===== src/logic/swic_pkg.sv =====
package swic_pkg;

  // register map, byte addresses on apb
  localparam logic [7:0] ADDR_CTRL   = 8'h2C;  // interrupt_pin_and_sleep_wake_control
  localparam logic [7:0] ADDR_STATUS = 8'h30;  // system_mode_status and queue state
  localparam logic [7:0] ADDR_AUX    = 8'h34;  // auto-sleep enable and current rate code

  // control field positions
  localparam int BIT_QGATE = 7;
  localparam int BIT_TRANS = 6;
  localparam int BIT_ORIENT = 5;
  localparam int BIT_PULSE = 4;
  localparam int BIT_FFMT = 3;
  localparam int BIT_VECM = 2;
  localparam int BIT_POL = 1;
  localparam int BIT_DRIVE = 0;

  // status field positions
  localparam int BIT_ST_GERR  = 0;
  localparam int BIT_ST_SLEEP = 1;
  localparam int BIT_ST_GATED = 2;
  localparam int BIT_ST_LEVEL = 8;

  localparam logic [7:0] CTRL_RESET = 8'h00;
  localparam int         NFUNC      = 5;   // transient, orient, pulse, ffmt, vecm
  localparam int         QDEPTH     = 32;
  localparam int         QAW        = 5;
  localparam int         SW         = 48;  // one x/y/z sample
  localparam logic [5:0] QCNT_ZERO  = 6'h00;
  localparam logic [5:0] QCNT_FULL  = 6'h20;
  localparam logic [5:0] QCNT_ONE   = 6'h01;

  typedef enum logic [1:0] {SWIC_WAKE, SWIC_SLEEP} swic_mode_e;

  // decoded control fields
  typedef struct packed {
    logic             qgate;
    logic [NFUNC-1:0] sleep_en;
    logic             pol;
    logic             drive;
  } swic_ctrl_s;

endpackage : swic_pkg


===== src/logic/swic_qmem.sv =====
`timescale 1ns/1ps
// sample storage, registered read data
module swic_qmem (
  // clock
  input  wire logic                          pclk,
  input  wire logic                          ce,
  // write side
  input  wire logic                          we,
  input  wire logic [swic_pkg::QAW-1:0]      waddr,
  input  wire logic [swic_pkg::SW-1:0]       wdata,
  // read side
  input  wire logic [swic_pkg::QAW-1:0]      raddr,
  output logic      [swic_pkg::SW-1:0]       rdata
);
  import swic_pkg::*;

  logic [SW-1:0] mem [QDEPTH];

  // no reset: contents are meaningless until written
  always_ff @(posedge pclk) begin
    if (ce) begin
      if (we) begin
        mem[waddr] <= wdata;
      end
      rdata <= mem[raddr];
    end
  end
endmodule : swic_qmem


===== src/logic/swic_pinout.sv =====
`timescale 1ns/1ps
// one interrupt pin with polarity and drive type
module swic_pinout (
  // clock and reset
  input  wire logic pclk,
  input  wire logic presetn,
  input  wire logic ce,
  // control
  input  wire logic req,
  input  wire logic pol,
  input  wire logic drive,
  // pad
  output logic      pin_o,
  output logic      pin_oe_n
);
  import swic_pkg::*;

  wire lvl_asserted = pol;
  wire lvl_now      = req ? lvl_asserted : ~pol;
  // open-drain: drive only asserted level, else release
  wire drive_now    = ~drive | req;

  // reset state: push-pull, active low idle high
  always_ff @(posedge pclk or negedge presetn) begin
    if (!presetn) begin
      pin_o    <= 1'b1;
      pin_oe_n <= 1'b0;
    end else if (ce) begin
      pin_o    <= lvl_now;
      pin_oe_n <= ~drive_now;
    end
  end
endmodule : swic_pinout


===== src/logic/swic_top.sv =====
`timescale 1ns/1ps
// Functional notes
// - gate clear: mode change flushes the queue
// - gate set: keep contents, refuse samples until empty
// - gated sample into unemptied queue raises error
// - error holds until queue emptied
// - transient bit keeps transient alive in sleep
// - orientation bit keeps orientation alive in sleep
// - pulse bit keeps pulse alive in sleep
// - freefall/motion bit keeps it alive in sleep
// - vector-magnitude bit keeps it alive in sleep
// - polarity bit: 0 active low, 1 high
// - drive bit: 0 push-pull, 1 open-drain
// - rate change flushes the queue
// - mode changes only with auto-sleep; reset counters
// - sources on one pin are ORed
module swic_top (
  // clock, enable, reset
  input  wire logic                          pclk,
  input  wire logic                          presetn,
  input  wire logic                          ce,
  // apb slave
  input  wire logic                          psel,
  input  wire logic                          penable,
  input  wire logic                          pwrite,
  input  wire logic [7:0]                    paddr,
  input  wire logic [31:0]                   pwdata,
  input  wire logic [3:0]                    pstrb,
  output logic      [31:0]                   prdata,
  output logic                               pready,
  output logic                               pslverr,
  // sample stream from the data path
  input  wire logic                          sample_valid,
  input  wire logic [swic_pkg::SW-1:0]       sample_data,
  input  wire logic [2:0]                    rate_code,
  // host drain port
  input  wire logic                          pop,
  output logic                               pop_valid,
  output logic      [swic_pkg::SW-1:0]       pop_data,
  // sleep controller
  input  wire logic                          autosleep_en,
  input  wire logic                          sleep_req,
  input  wire logic                          wake_req,
  output logic                               sleep_mode,
  output logic                               counters_clr,
  // detection functions
  input  wire logic [swic_pkg::NFUNC-1:0]    func_event,
  input  wire logic [swic_pkg::NFUNC-1:0]    func_route_a,
  output logic      [swic_pkg::NFUNC-1:0]    func_run,
  output logic                               wake_event,
  // interrupt pins
  output logic                               irq_pin_a_o,
  output logic                               irq_pin_a_oe_n,
  output logic                               irq_pin_b_o,
  output logic                               irq_pin_b_oe_n
);
  import swic_pkg::*;

  // limitations worth knowing before reuse:
  // - inputs are taken as same-domain, no synchronisers sit on them
  // - the apb answer adds no wait state: ready and error are flops loaded in the setup cycle, so every output is a flop
  // - a full queue drops new samples silently, there is no overrun flag
  // - events of a stopped function are dropped, not held for wake
  // registers
  logic [7:0]   ctrl_reg;
  swic_mode_e   mode_reg;
  logic         gated_reg;
  logic         gerr_reg;
  logic [2:0]   rate_reg;
  logic [QAW-1:0] wptr_reg;
  logic [QAW-1:0] rptr_reg;
  logic [5:0]   qcnt_reg;
  logic         pop_pend_reg;
  logic         irq_a_reg;
  logic         irq_b_reg;
  logic [NFUNC-1:0] run_reg;
  logic         wake_reg;
  logic         clr_reg;
  logic [31:0]  prdata_reg;
  logic         pready_reg;
  logic         pslverr_reg;
  logic         sleep_reg;

  // field decode
  swic_ctrl_s ctrl;
  assign ctrl.qgate    = ctrl_reg[BIT_QGATE];
  assign ctrl.sleep_en = {ctrl_reg[BIT_TRANS], ctrl_reg[BIT_ORIENT], ctrl_reg[BIT_PULSE],
                          ctrl_reg[BIT_FFMT], ctrl_reg[BIT_VECM]};
  assign ctrl.pol      = ctrl_reg[BIT_POL];
  assign ctrl.drive    = ctrl_reg[BIT_DRIVE];

  // apb decode; answer flags settle in the setup cycle
  wire apb_acc   = psel & penable;
  wire apb_wr    = apb_acc & pwrite;
  wire hit_ctrl  = (paddr == ADDR_CTRL);
  wire hit_stat  = (paddr == ADDR_STATUS);
  wire hit_aux   = (paddr == ADDR_AUX);
  wire hit_any   = hit_ctrl | hit_stat | hit_aux;
  wire ctrl_we   = apb_wr & hit_ctrl & pstrb[0];
  wire setup_ph  = psel & ~penable;
  wire bad_setup = setup_ph & (~hit_any | (pwrite & ~hit_ctrl));

  // mode transitions, only under auto-sleep
  // a function event wakes from sleep only if that function is kept alive; wake_req always wakes
  wire to_sleep  = autosleep_en & (mode_reg == SWIC_WAKE) & sleep_req;
  wire to_wake   = autosleep_en & (mode_reg == SWIC_SLEEP) &
                   (wake_req | (|(func_event & ctrl.sleep_en)));
  wire mode_chg  = to_sleep | to_wake;
  wire rate_chg  = (rate_code != rate_reg);

  // flush on rate change, or mode change with gate bypassed
  wire flush     = rate_chg | (mode_chg & ~ctrl.qgate);
  wire arm_gate  = mode_chg & ctrl.qgate;
  wire q_empty   = (qcnt_reg == QCNT_ZERO);
  wire q_full    = (qcnt_reg == QCNT_FULL);
  wire q_pop     = pop & ~q_empty & ~flush;
  wire drained   = q_empty | (q_pop & (qcnt_reg == QCNT_ONE));
  // refuse while gated; full queue also refuses
  wire q_push    = sample_valid & ~flush & ~gated_reg & ~arm_gate & ~q_full;
  wire gerr_set  = sample_valid & (gated_reg | arm_gate) & ~q_empty;
  // level bookkeeping kept apart from the pointers
  wire [5:0] qcnt_inc = {5'h00, q_push};
  wire [5:0] qcnt_dec = {5'h00, q_pop};

  // functions in sleep run only if their bit is set
  wire             in_sleep = (mode_reg == SWIC_SLEEP);
  wire [NFUNC-1:0] run_next;
  wire [NFUNC-1:0] live_ev;
  for (genvar f = 0; f < NFUNC; f++) begin : g_func
    assign run_next[f] = ~in_sleep | ctrl.sleep_en[f];
    // an event from a stopped function is dropped here
    assign live_ev[f]  = func_event[f] & run_next[f];
  end
  // wired-or of all sources routed to each pin
  wire irq_a_next = |(live_ev & func_route_a);
  wire irq_b_next = |(live_ev & ~func_route_a);

  // read mux
  wire [31:0] stat_word = {{(32-BIT_ST_LEVEL-6){1'b0}}, qcnt_reg, 5'h00,
                           gated_reg, (mode_reg == SWIC_SLEEP), gerr_reg};
  wire [31:0] aux_word  = {28'h0000000, rate_reg, autosleep_en};
  wire [31:0] rd_next   = hit_ctrl ? {24'h000000, ctrl_reg} :
                          hit_stat ? stat_word :
                          hit_aux  ? aux_word  : 32'h00000000;

  // control register, all zero at reset
  always_ff @(posedge pclk or negedge presetn) begin
    if (!presetn) begin
      ctrl_reg <= CTRL_RESET;
    end else if (ce && ctrl_we) begin
      ctrl_reg <= pwdata[7:0];
    end
  end

  // ready and error only in the access phase that follows a setup
  always_ff @(posedge pclk or negedge presetn) begin
    if (!presetn) begin
      pready_reg  <= 1'b0;
      pslverr_reg <= 1'b0;
    end else if (ce) begin
      pready_reg  <= setup_ph;
      pslverr_reg <= bad_setup;
    end
  end

  // read data captured in setup, stands through the access phase
  always_ff @(posedge pclk or negedge presetn) begin
    if (!presetn) begin
      prdata_reg <= 32'h00000000;
    end else if (ce && psel && !penable) begin
      prdata_reg <= rd_next;
    end
  end
  assign prdata  = prdata_reg;
  assign pready  = pready_reg;
  assign pslverr = pslverr_reg;

  // rate follower; any difference from it flushes the queue
  always_ff @(posedge pclk or negedge presetn) begin
    if (!presetn) begin
      rate_reg <= '0;
    end else if (ce) begin
      rate_reg <= rate_code;
    end
  end

  // wake/sleep mode and counter clear pulse
  always_ff @(posedge pclk or negedge presetn) begin
    if (!presetn) begin
      mode_reg <= SWIC_WAKE;
      clr_reg  <= 1'b0;
      wake_reg <= 1'b0;
      sleep_reg <= 1'b0;
    end else if (ce) begin
      clr_reg  <= mode_chg;
      wake_reg <= to_wake;
      if (to_sleep) begin
        mode_reg  <= SWIC_SLEEP;
        sleep_reg <= 1'b1;
      end else if (to_wake) begin
        mode_reg  <= SWIC_WAKE;
        sleep_reg <= 1'b0;
      end
    end
  end

  // gate and error: a drain in the same cycle wins over set
  always_ff @(posedge pclk or negedge presetn) begin
    if (!presetn) begin
      gated_reg <= 1'b0;
      gerr_reg  <= 1'b0;
    end else if (ce) begin
      if (arm_gate && !drained) begin
        gated_reg <= 1'b1;
      end else if (drained || flush) begin
        gated_reg <= 1'b0;
      end
      if (gerr_set && !(q_pop && qcnt_reg == QCNT_ONE)) begin
        gerr_reg <= 1'b1;
      end else if (drained || flush) begin
        gerr_reg <= 1'b0;
      end
    end
  end

  // queue pointers and level
  always_ff @(posedge pclk or negedge presetn) begin
    if (!presetn) begin
      wptr_reg     <= '0;
      rptr_reg     <= '0;
      qcnt_reg     <= QCNT_ZERO;
      pop_pend_reg <= 1'b0;
    end else if (ce) begin
      pop_pend_reg <= q_pop;
      if (flush) begin
        wptr_reg <= '0;
        rptr_reg <= '0;
        qcnt_reg <= QCNT_ZERO;
      end else begin
        if (q_push) begin
          wptr_reg <= wptr_reg + 1'b1;
        end
        if (q_pop) begin
          rptr_reg <= rptr_reg + 1'b1;
        end
        qcnt_reg <= qcnt_reg + qcnt_inc - qcnt_dec;
      end
    end
  end

  swic_qmem u_qmem (
    .pclk  (pclk),
    .ce    (ce),
    .we    (q_push),
    .waddr (wptr_reg),
    .wdata (sample_data),
    .raddr (rptr_reg),
    .rdata (pop_data)
  );
  assign pop_valid = pop_pend_reg;

  // function enables and pin requests
  always_ff @(posedge pclk or negedge presetn) begin
    if (!presetn) begin
      run_reg   <= '0;
      irq_a_reg <= 1'b0;
      irq_b_reg <= 1'b0;
    end else if (ce) begin
      run_reg   <= run_next;
      irq_a_reg <= irq_a_next;
      irq_b_reg <= irq_b_next;
    end
  end
  assign func_run     = run_reg;
  assign wake_event   = wake_reg;
  assign counters_clr = clr_reg;
  assign sleep_mode   = sleep_reg;

  // both pins share polarity and drive type; open-drain idles released,
  // so an active-high open-drain line needs a pull-down on the board
  swic_pinout u_pin_a (
    .pclk     (pclk),
    .presetn  (presetn),
    .ce       (ce),
    .req      (irq_a_reg),
    .pol      (ctrl.pol),
    .drive    (ctrl.drive),
    .pin_o    (irq_pin_a_o),
    .pin_oe_n (irq_pin_a_oe_n)
  );

  swic_pinout u_pin_b (
    .pclk     (pclk),
    .presetn  (presetn),
    .ce       (ce),
    .req      (irq_b_reg),
    .pol      (ctrl.pol),
    .drive    (ctrl.drive),
    .pin_o    (irq_pin_b_o),
    .pin_oe_n (irq_pin_b_oe_n)
  );
endmodule : swic_top


===== config.mk =====
export PLATFORM = sky130hd
export DESIGN_NAME = swic_top
export DESIGN_NICKNAME = d
export VERILOG_FILES = /design/src/logic/swic_pkg.sv /design/src/logic/swic_qmem.sv /design/src/logic/swic_pinout.sv /design/src/logic/swic_top.sv
export SDC_FILE = /design/constraint.sdc
export NUM_CORES = 2
export LEC_CHECK = 0
export CAP_MARGIN = 20
export CORE_UTILIZATION = 40
export DETAILED_ROUTE_END_ITERATION = 6
export DONT_BUFFER_PORTS = 1
export HOLD_SLACK_MARGIN = 0.03
export SLEW_MARGIN = 20
export SYNTH_ARGS = -nofsm -noshare
export SYNTH_HDL_FRONTEND = slang
export SYNTH_SLANG_ARGS = --single-unit

===== constraint.sdc =====
create_clock -name pclk -period 10.44 [get_ports pclk]
set_input_delay 2.088 -clock pclk [delete_from_list [all_inputs] [get_ports pclk]]
set_output_delay 2.088 -clock pclk [all_outputs]
set_load 0.03 [all_outputs]

Yosys cells after proc, flatten, opt, wreduce, memory -nomap -nowiden
Memories as Yosys holds them, arrays and structs flattened. A register that Yosys moved wholly into a read port is not among the register bits.
Cells that the tools add are included.
{ "totals": {"reg_bits": 80, "mem_bits_rw": 1536, "in_bits": 116, "output_inout_bits": 95, "word_cells": 139, "n_memories": 1} }
{ "op_classes": {"addsub": 4, "eq_ne": 7, "n_mux": 20, "n_bitwise": 60, "reduce_logical": 25} }
{ "mem_list": {"columns": ["name", "words", "word_bits", "read_ports", "rd_ports_with_merged_regs", "write_ports", "line_no", "text"], "rows": [
  ["u_qmem.mem", 32, 48, 1, 1, 1, "swic_qmem.sv:17", "logic [SW-1:0] mem [QDEPTH];"]
]} }
{ "ops": {"columns": ["cell", "n"], "rows": [
  ["two-way mux 14 bit", 2],
  ["bitwise AND 1 bit", 27],
  ["== test 8 x 6 -> 1 bit (second input constant)", 3],
  ["two-way mux 5 bit", 4],
  ["bitwise AND 5 bit", 3],
  ["bitwise OR 1 bit", 15],
  ["OR reduction 5 bit", 3],
  ["inverter 1 bit", 14],
  ["adder 5 x 1 -> 5 bit (second input constant)", 2],
  ["two-way mux 1 bit", 10],
  ["AND reduction 2 bit", 5],
  ["nonzero test 2 bit", 5],
  ["adder 6 x 1 -> 6 bit", 1],
  ["== test 6 x 1 -> 1 bit (second input constant)", 1],
  ["== test 6 bit (second input constant)", 1],
  ["logical AND 1 bit", 6],
  ["zero test 6 bit", 1],
  ["two-way mux 6 bit", 1],
  ["subtractor 6 x 1 -> 6 bit", 1],
  ["inverter 5 bit", 1],
  ["two-way mux 2 bit", 2],
  ["two-way mux 4 bit", 1],
  ["zero test 1 bit", 3],
  ["!= test 3 bit", 1],
  ["other kinds (3)", 3]
]} }

Depth between registers and ports, before layout
{ "logic_depth": {"ltp_word": 15, "depth_mapped": 14, "mapped_depth_nobuf": 13} }

By module
A second synthesis with hierarchy kept.
{ "hier_totals": {"hier_cells": 3684, "hier_area_um2": 64454.3} }
{ "modules_own_cells": {"columns": ["mod", "instances", "cells_each", "area_per_inst_um2", "seq_area_each_um2"], "rows": [
  ["swic_qmem", 1, 3366, 61208.7, 47565.6],
  ["swic_top", 1, 304, 3062.9, 1401.3],
  ["swic_pinout", 2, 7, 91.3, 51.3]
]} }

Worst setup path before layout
OpenSTA, ideal clock, no wires.
{ "synth_path": {"path_kind": "input to register", "start": "input port ce", "end": "memory u_qmem.mem[29][0], enable pin", "setup_time_ps": 454, "arrival_ps": 5419, "required_time_ps": 9986, "setup_slack_ps": 4568, "path_stages": 6, "path_buffers": 1, "cell_sequence": "buf_2 -> inv_2 -> or4b_4 -> a211oi_4 -> nand2_1 -> nor2_1"} }
{ "synth_between": {"elab_chain_len": 2} }
{ "synth_rtl": {"columns": ["item", "line_no", "text"], "rows": [
  ["from (decl)", "swic_top.sv:21", "input wire logic ce,"],
  ["two-way mux 1 bit", "swic_qmem.sv:21", "if (ce) begin"],
  ["two-way mux 1 bit (not written as such)", "swic_qmem.sv:23", "mem[waddr] <= wdata;"],
  ["to (decl)", "swic_qmem.sv:17", null]
]} }
No other way between the ends.

Final worst setup path
{ "layout_path": {"start": "input port ce", "end": "memory u_qmem.mem[17][19], enable pin"} }
Same word-level chain as after synthesis.

==> impl_metrics.ini <==
[grt]
grt_overflow = 0
antenna_found_initial = 3
grt_start_max_net_pins = 113
globalRouteTotalUtil_pct = 17.9
grt_pass1_vias = 29300
grt_pass1_wl_um = 204000

[route]
post_drt_wl_per_cell_um = 28.6
postRouteAntennaNets = 0
drtIter0Drc = 2628
first_pass_iters = 5
viasPerCell = 5.63
num_vias = 27900
wirelength_um = 142000
drc = 0

[floorplan]
fp.dieH_um = 399
io_pins = 211
core.rowCount = 145
coreArea_mm2 = 0.156
die_w_um = 399
die_area_mm2 = 0.159
initial_core_util_pct = 40.3

[sta]
holdWs_ns = 0.486
tns_ns = 0
fmax_mhz = 196
slew_viol_final = 0
period_needed_ns = 5.11
fin_crit_sh_pct = 48.9
worst_slew_pin_slew_ns = 1.12
setup_viol = 0
rsz0062_at_grt = no
clock_skew_ns = 0.0565
slew_headroom_pct = 25.2
finalHoldViolCount = 0
worst_slack_ns = 5.33

[cts]
tritoncts = yes
root_buffer = clkbuf_16
post_cts.repair.setup_buffers = 0
cts_resized = 0
clk_path_buf_depth = 3
cts.sinks = 1644
ctsHoldBuffers = 0
path_clk_slew_ns = 0.06
cts_made_buffers = 166
clk_latency_ns = 0.82
htreeDepth = 4

[status]
outcome = completed

[place]
place_congestion = 0.780
dp_cells = 4661
placed_area_mm2 = 0.0656
dp_hpwl_um = 73300
io_buffers = 0
dp_slack_ns = 4.58

[synthesis]
netlist_instances = 2693
synthDistinctLibCells = 58
synth_commonest_cells = 1584 x edfxtp_1, 432 x mux4_2, 96 x mux2i_1
syn_area_mm2 = 0.0631
async_flop_share_pct = 3.65
synth.most_common_cell = edfxtp_1
synthFlopType = edfxtp_1
yosys_register_bits = 1644
synth_edf_count = 1584
synth_area_leaders = edfxtp_1 75%, mux4_2 15%, dfrtp_1 2.3%
yosysWarnings = 0
avgSynthCellArea_um2 = 23.4
yosysTopAreaCell = edfxtp_1
synth_top_area_share_pct = 75.4
seq_area_frac_synth_pct = 77.8

[hold_path]
hp-class = reg -> reg
hp-start = irq_b_reg

[job]
drv_cap = 0

[layout]
postLayoutCoreUtil_pct = 45.5
final_nets = 2902
fin_cells = 4962
fin_area_mm2 = 0.0711
nFillCells = 12700
final_layout_size_suffix_gt1_share_pct = 27.3
syn_to_final_growth_pct = 12.7
antennaDiodeCount = 0
largest_register_ffs = 1536

[worst_setup_path]
reg2reg_slack_ns = 5.84
crit_path_start = ce
cp-start-kind = primary input
arrival_ns = 5.51
endpoint_kind = flip-flop
required_ns = 10.84
cp_max_fo = 90
timing.rr.start = rptr_reg[1]
crit_type = in -> reg

[power]
p_seq_share_pct = 54.9
power_per_cell_area_mw_per_mm2 = 187
p_switching_mw = 2.65
p_clk_share_pct = 44.5
switching_share_pct = 19.9
power.total_mw = 13.3
p_int_mw = 10.7
p_leak_nw = 21.1
pwr-share-comb_pct = 0.6
vdd_drop_max_mv = 0.164
==> power by group through the flow <==
stage / logic, mW / registers [mW] / clock network (mW)
after CTS: 0.0783 / 7.31 / 6.07
after global placement: 0.0769 / 7.45 / 0
after detailed placement: 0.0777 / 7.45 / 0
after floorplan: 0.0680 / 7.44 / 0
final: 0.0770 / 7.31 / 5.92
after global routing: 0.0847 / 7.31 / 6.29
==> cell families (layout without fill, tap and decap cells) <==
| family | Yosys count | count (layout) | share of synthesized area (%) |
|---|---|---|---|
| flops | 1644 | 1644 | 77.8 |
| mux | 550 | 550 | 17.3 |
| buf+inv | 174 | 368 | 1.44 |
| compound gates | 169 | 169 | 1.94 |
| simple gates | 129 | 129 | 1.04 |
| fa+ha+maj | 15 | 15 | 0.309 |
| xor+xnor | 11 | 11 | 0.153 |
| other cells | 1 | 18 | 0.00594 |
==> cell type report <==
cell class | instances | area [µm²] | area share (%)
clock inverters | 108 | 1240 | 1.75
well taps | 2058 | 2570 | 3.62
multi-input cells | 892 | 13400 | 18.9
inverters | 17 | 63.8 | 0.0898
repair buffers | 50 | 417 | 0.586
flip-flops and latches | 1644 | 49100 | 69.0
clock buffers | 193 | 4280 | 6.01
==> per-layer routing <==
layer | global-route usage [%] | wire length, µm
met1 | 23.8 | 58600
met3 | 3.86 | 9130
met5 | 0 | 12
met4 | 4.46 | 2600
met2 | 30.1 | 71500
==> worst paths after layout <==
path                       depth (start not counted)                 end
min                                                1    u_pin_b.pin_oe_n
min in group asynchronous                          0         wptr_reg[0]
max reg2reg                                        5    u_qmem.rdata[44]
max                                                6  u_qmem.mem[17][19]
max in group asynchronous                          0       u_pin_b.pin_o
min reg2reg                                        1    u_pin_b.pin_oe_n
==> critical path, cell delays in order <==
cell	delay, ns
inv_2	0.18
or4b_4	0.57
a211oi_4	0.47
nand2_1	0.62
nor2_4	0.59
buf_4	0.71
==> layout by cell type, fill, tap and decap left out, types with 5 or more instances in the layout <==
cell type,n
clkinv_2,23
mux2i_1,96
a31oi_1,5
clkinv_16,10
o21a_1,49
mux2_2,22
buf_4,46
conb_1,18
a22oi_1,53
o22ai_1,6
clkinv_1,38
nand3_1,13
nand2_1,34
ha_1,14
mux4_2,432
xnor2_1,7
a21oi_1,8
and3_1,9
bufinv_16,16
dfrtp_1,53
clkinv_4,5
o21ai_0,19
clkinvlp_4,9
nor2_1,10
clkbuf_1,25
a22o_1,10
clkbuf_16,166
nand2b_1,6
inv_1,16
nor2_4,32
dfrtp_4,5
edfxtp_1,1584
No activity file was read; power rests on OpenSTA's default activity.
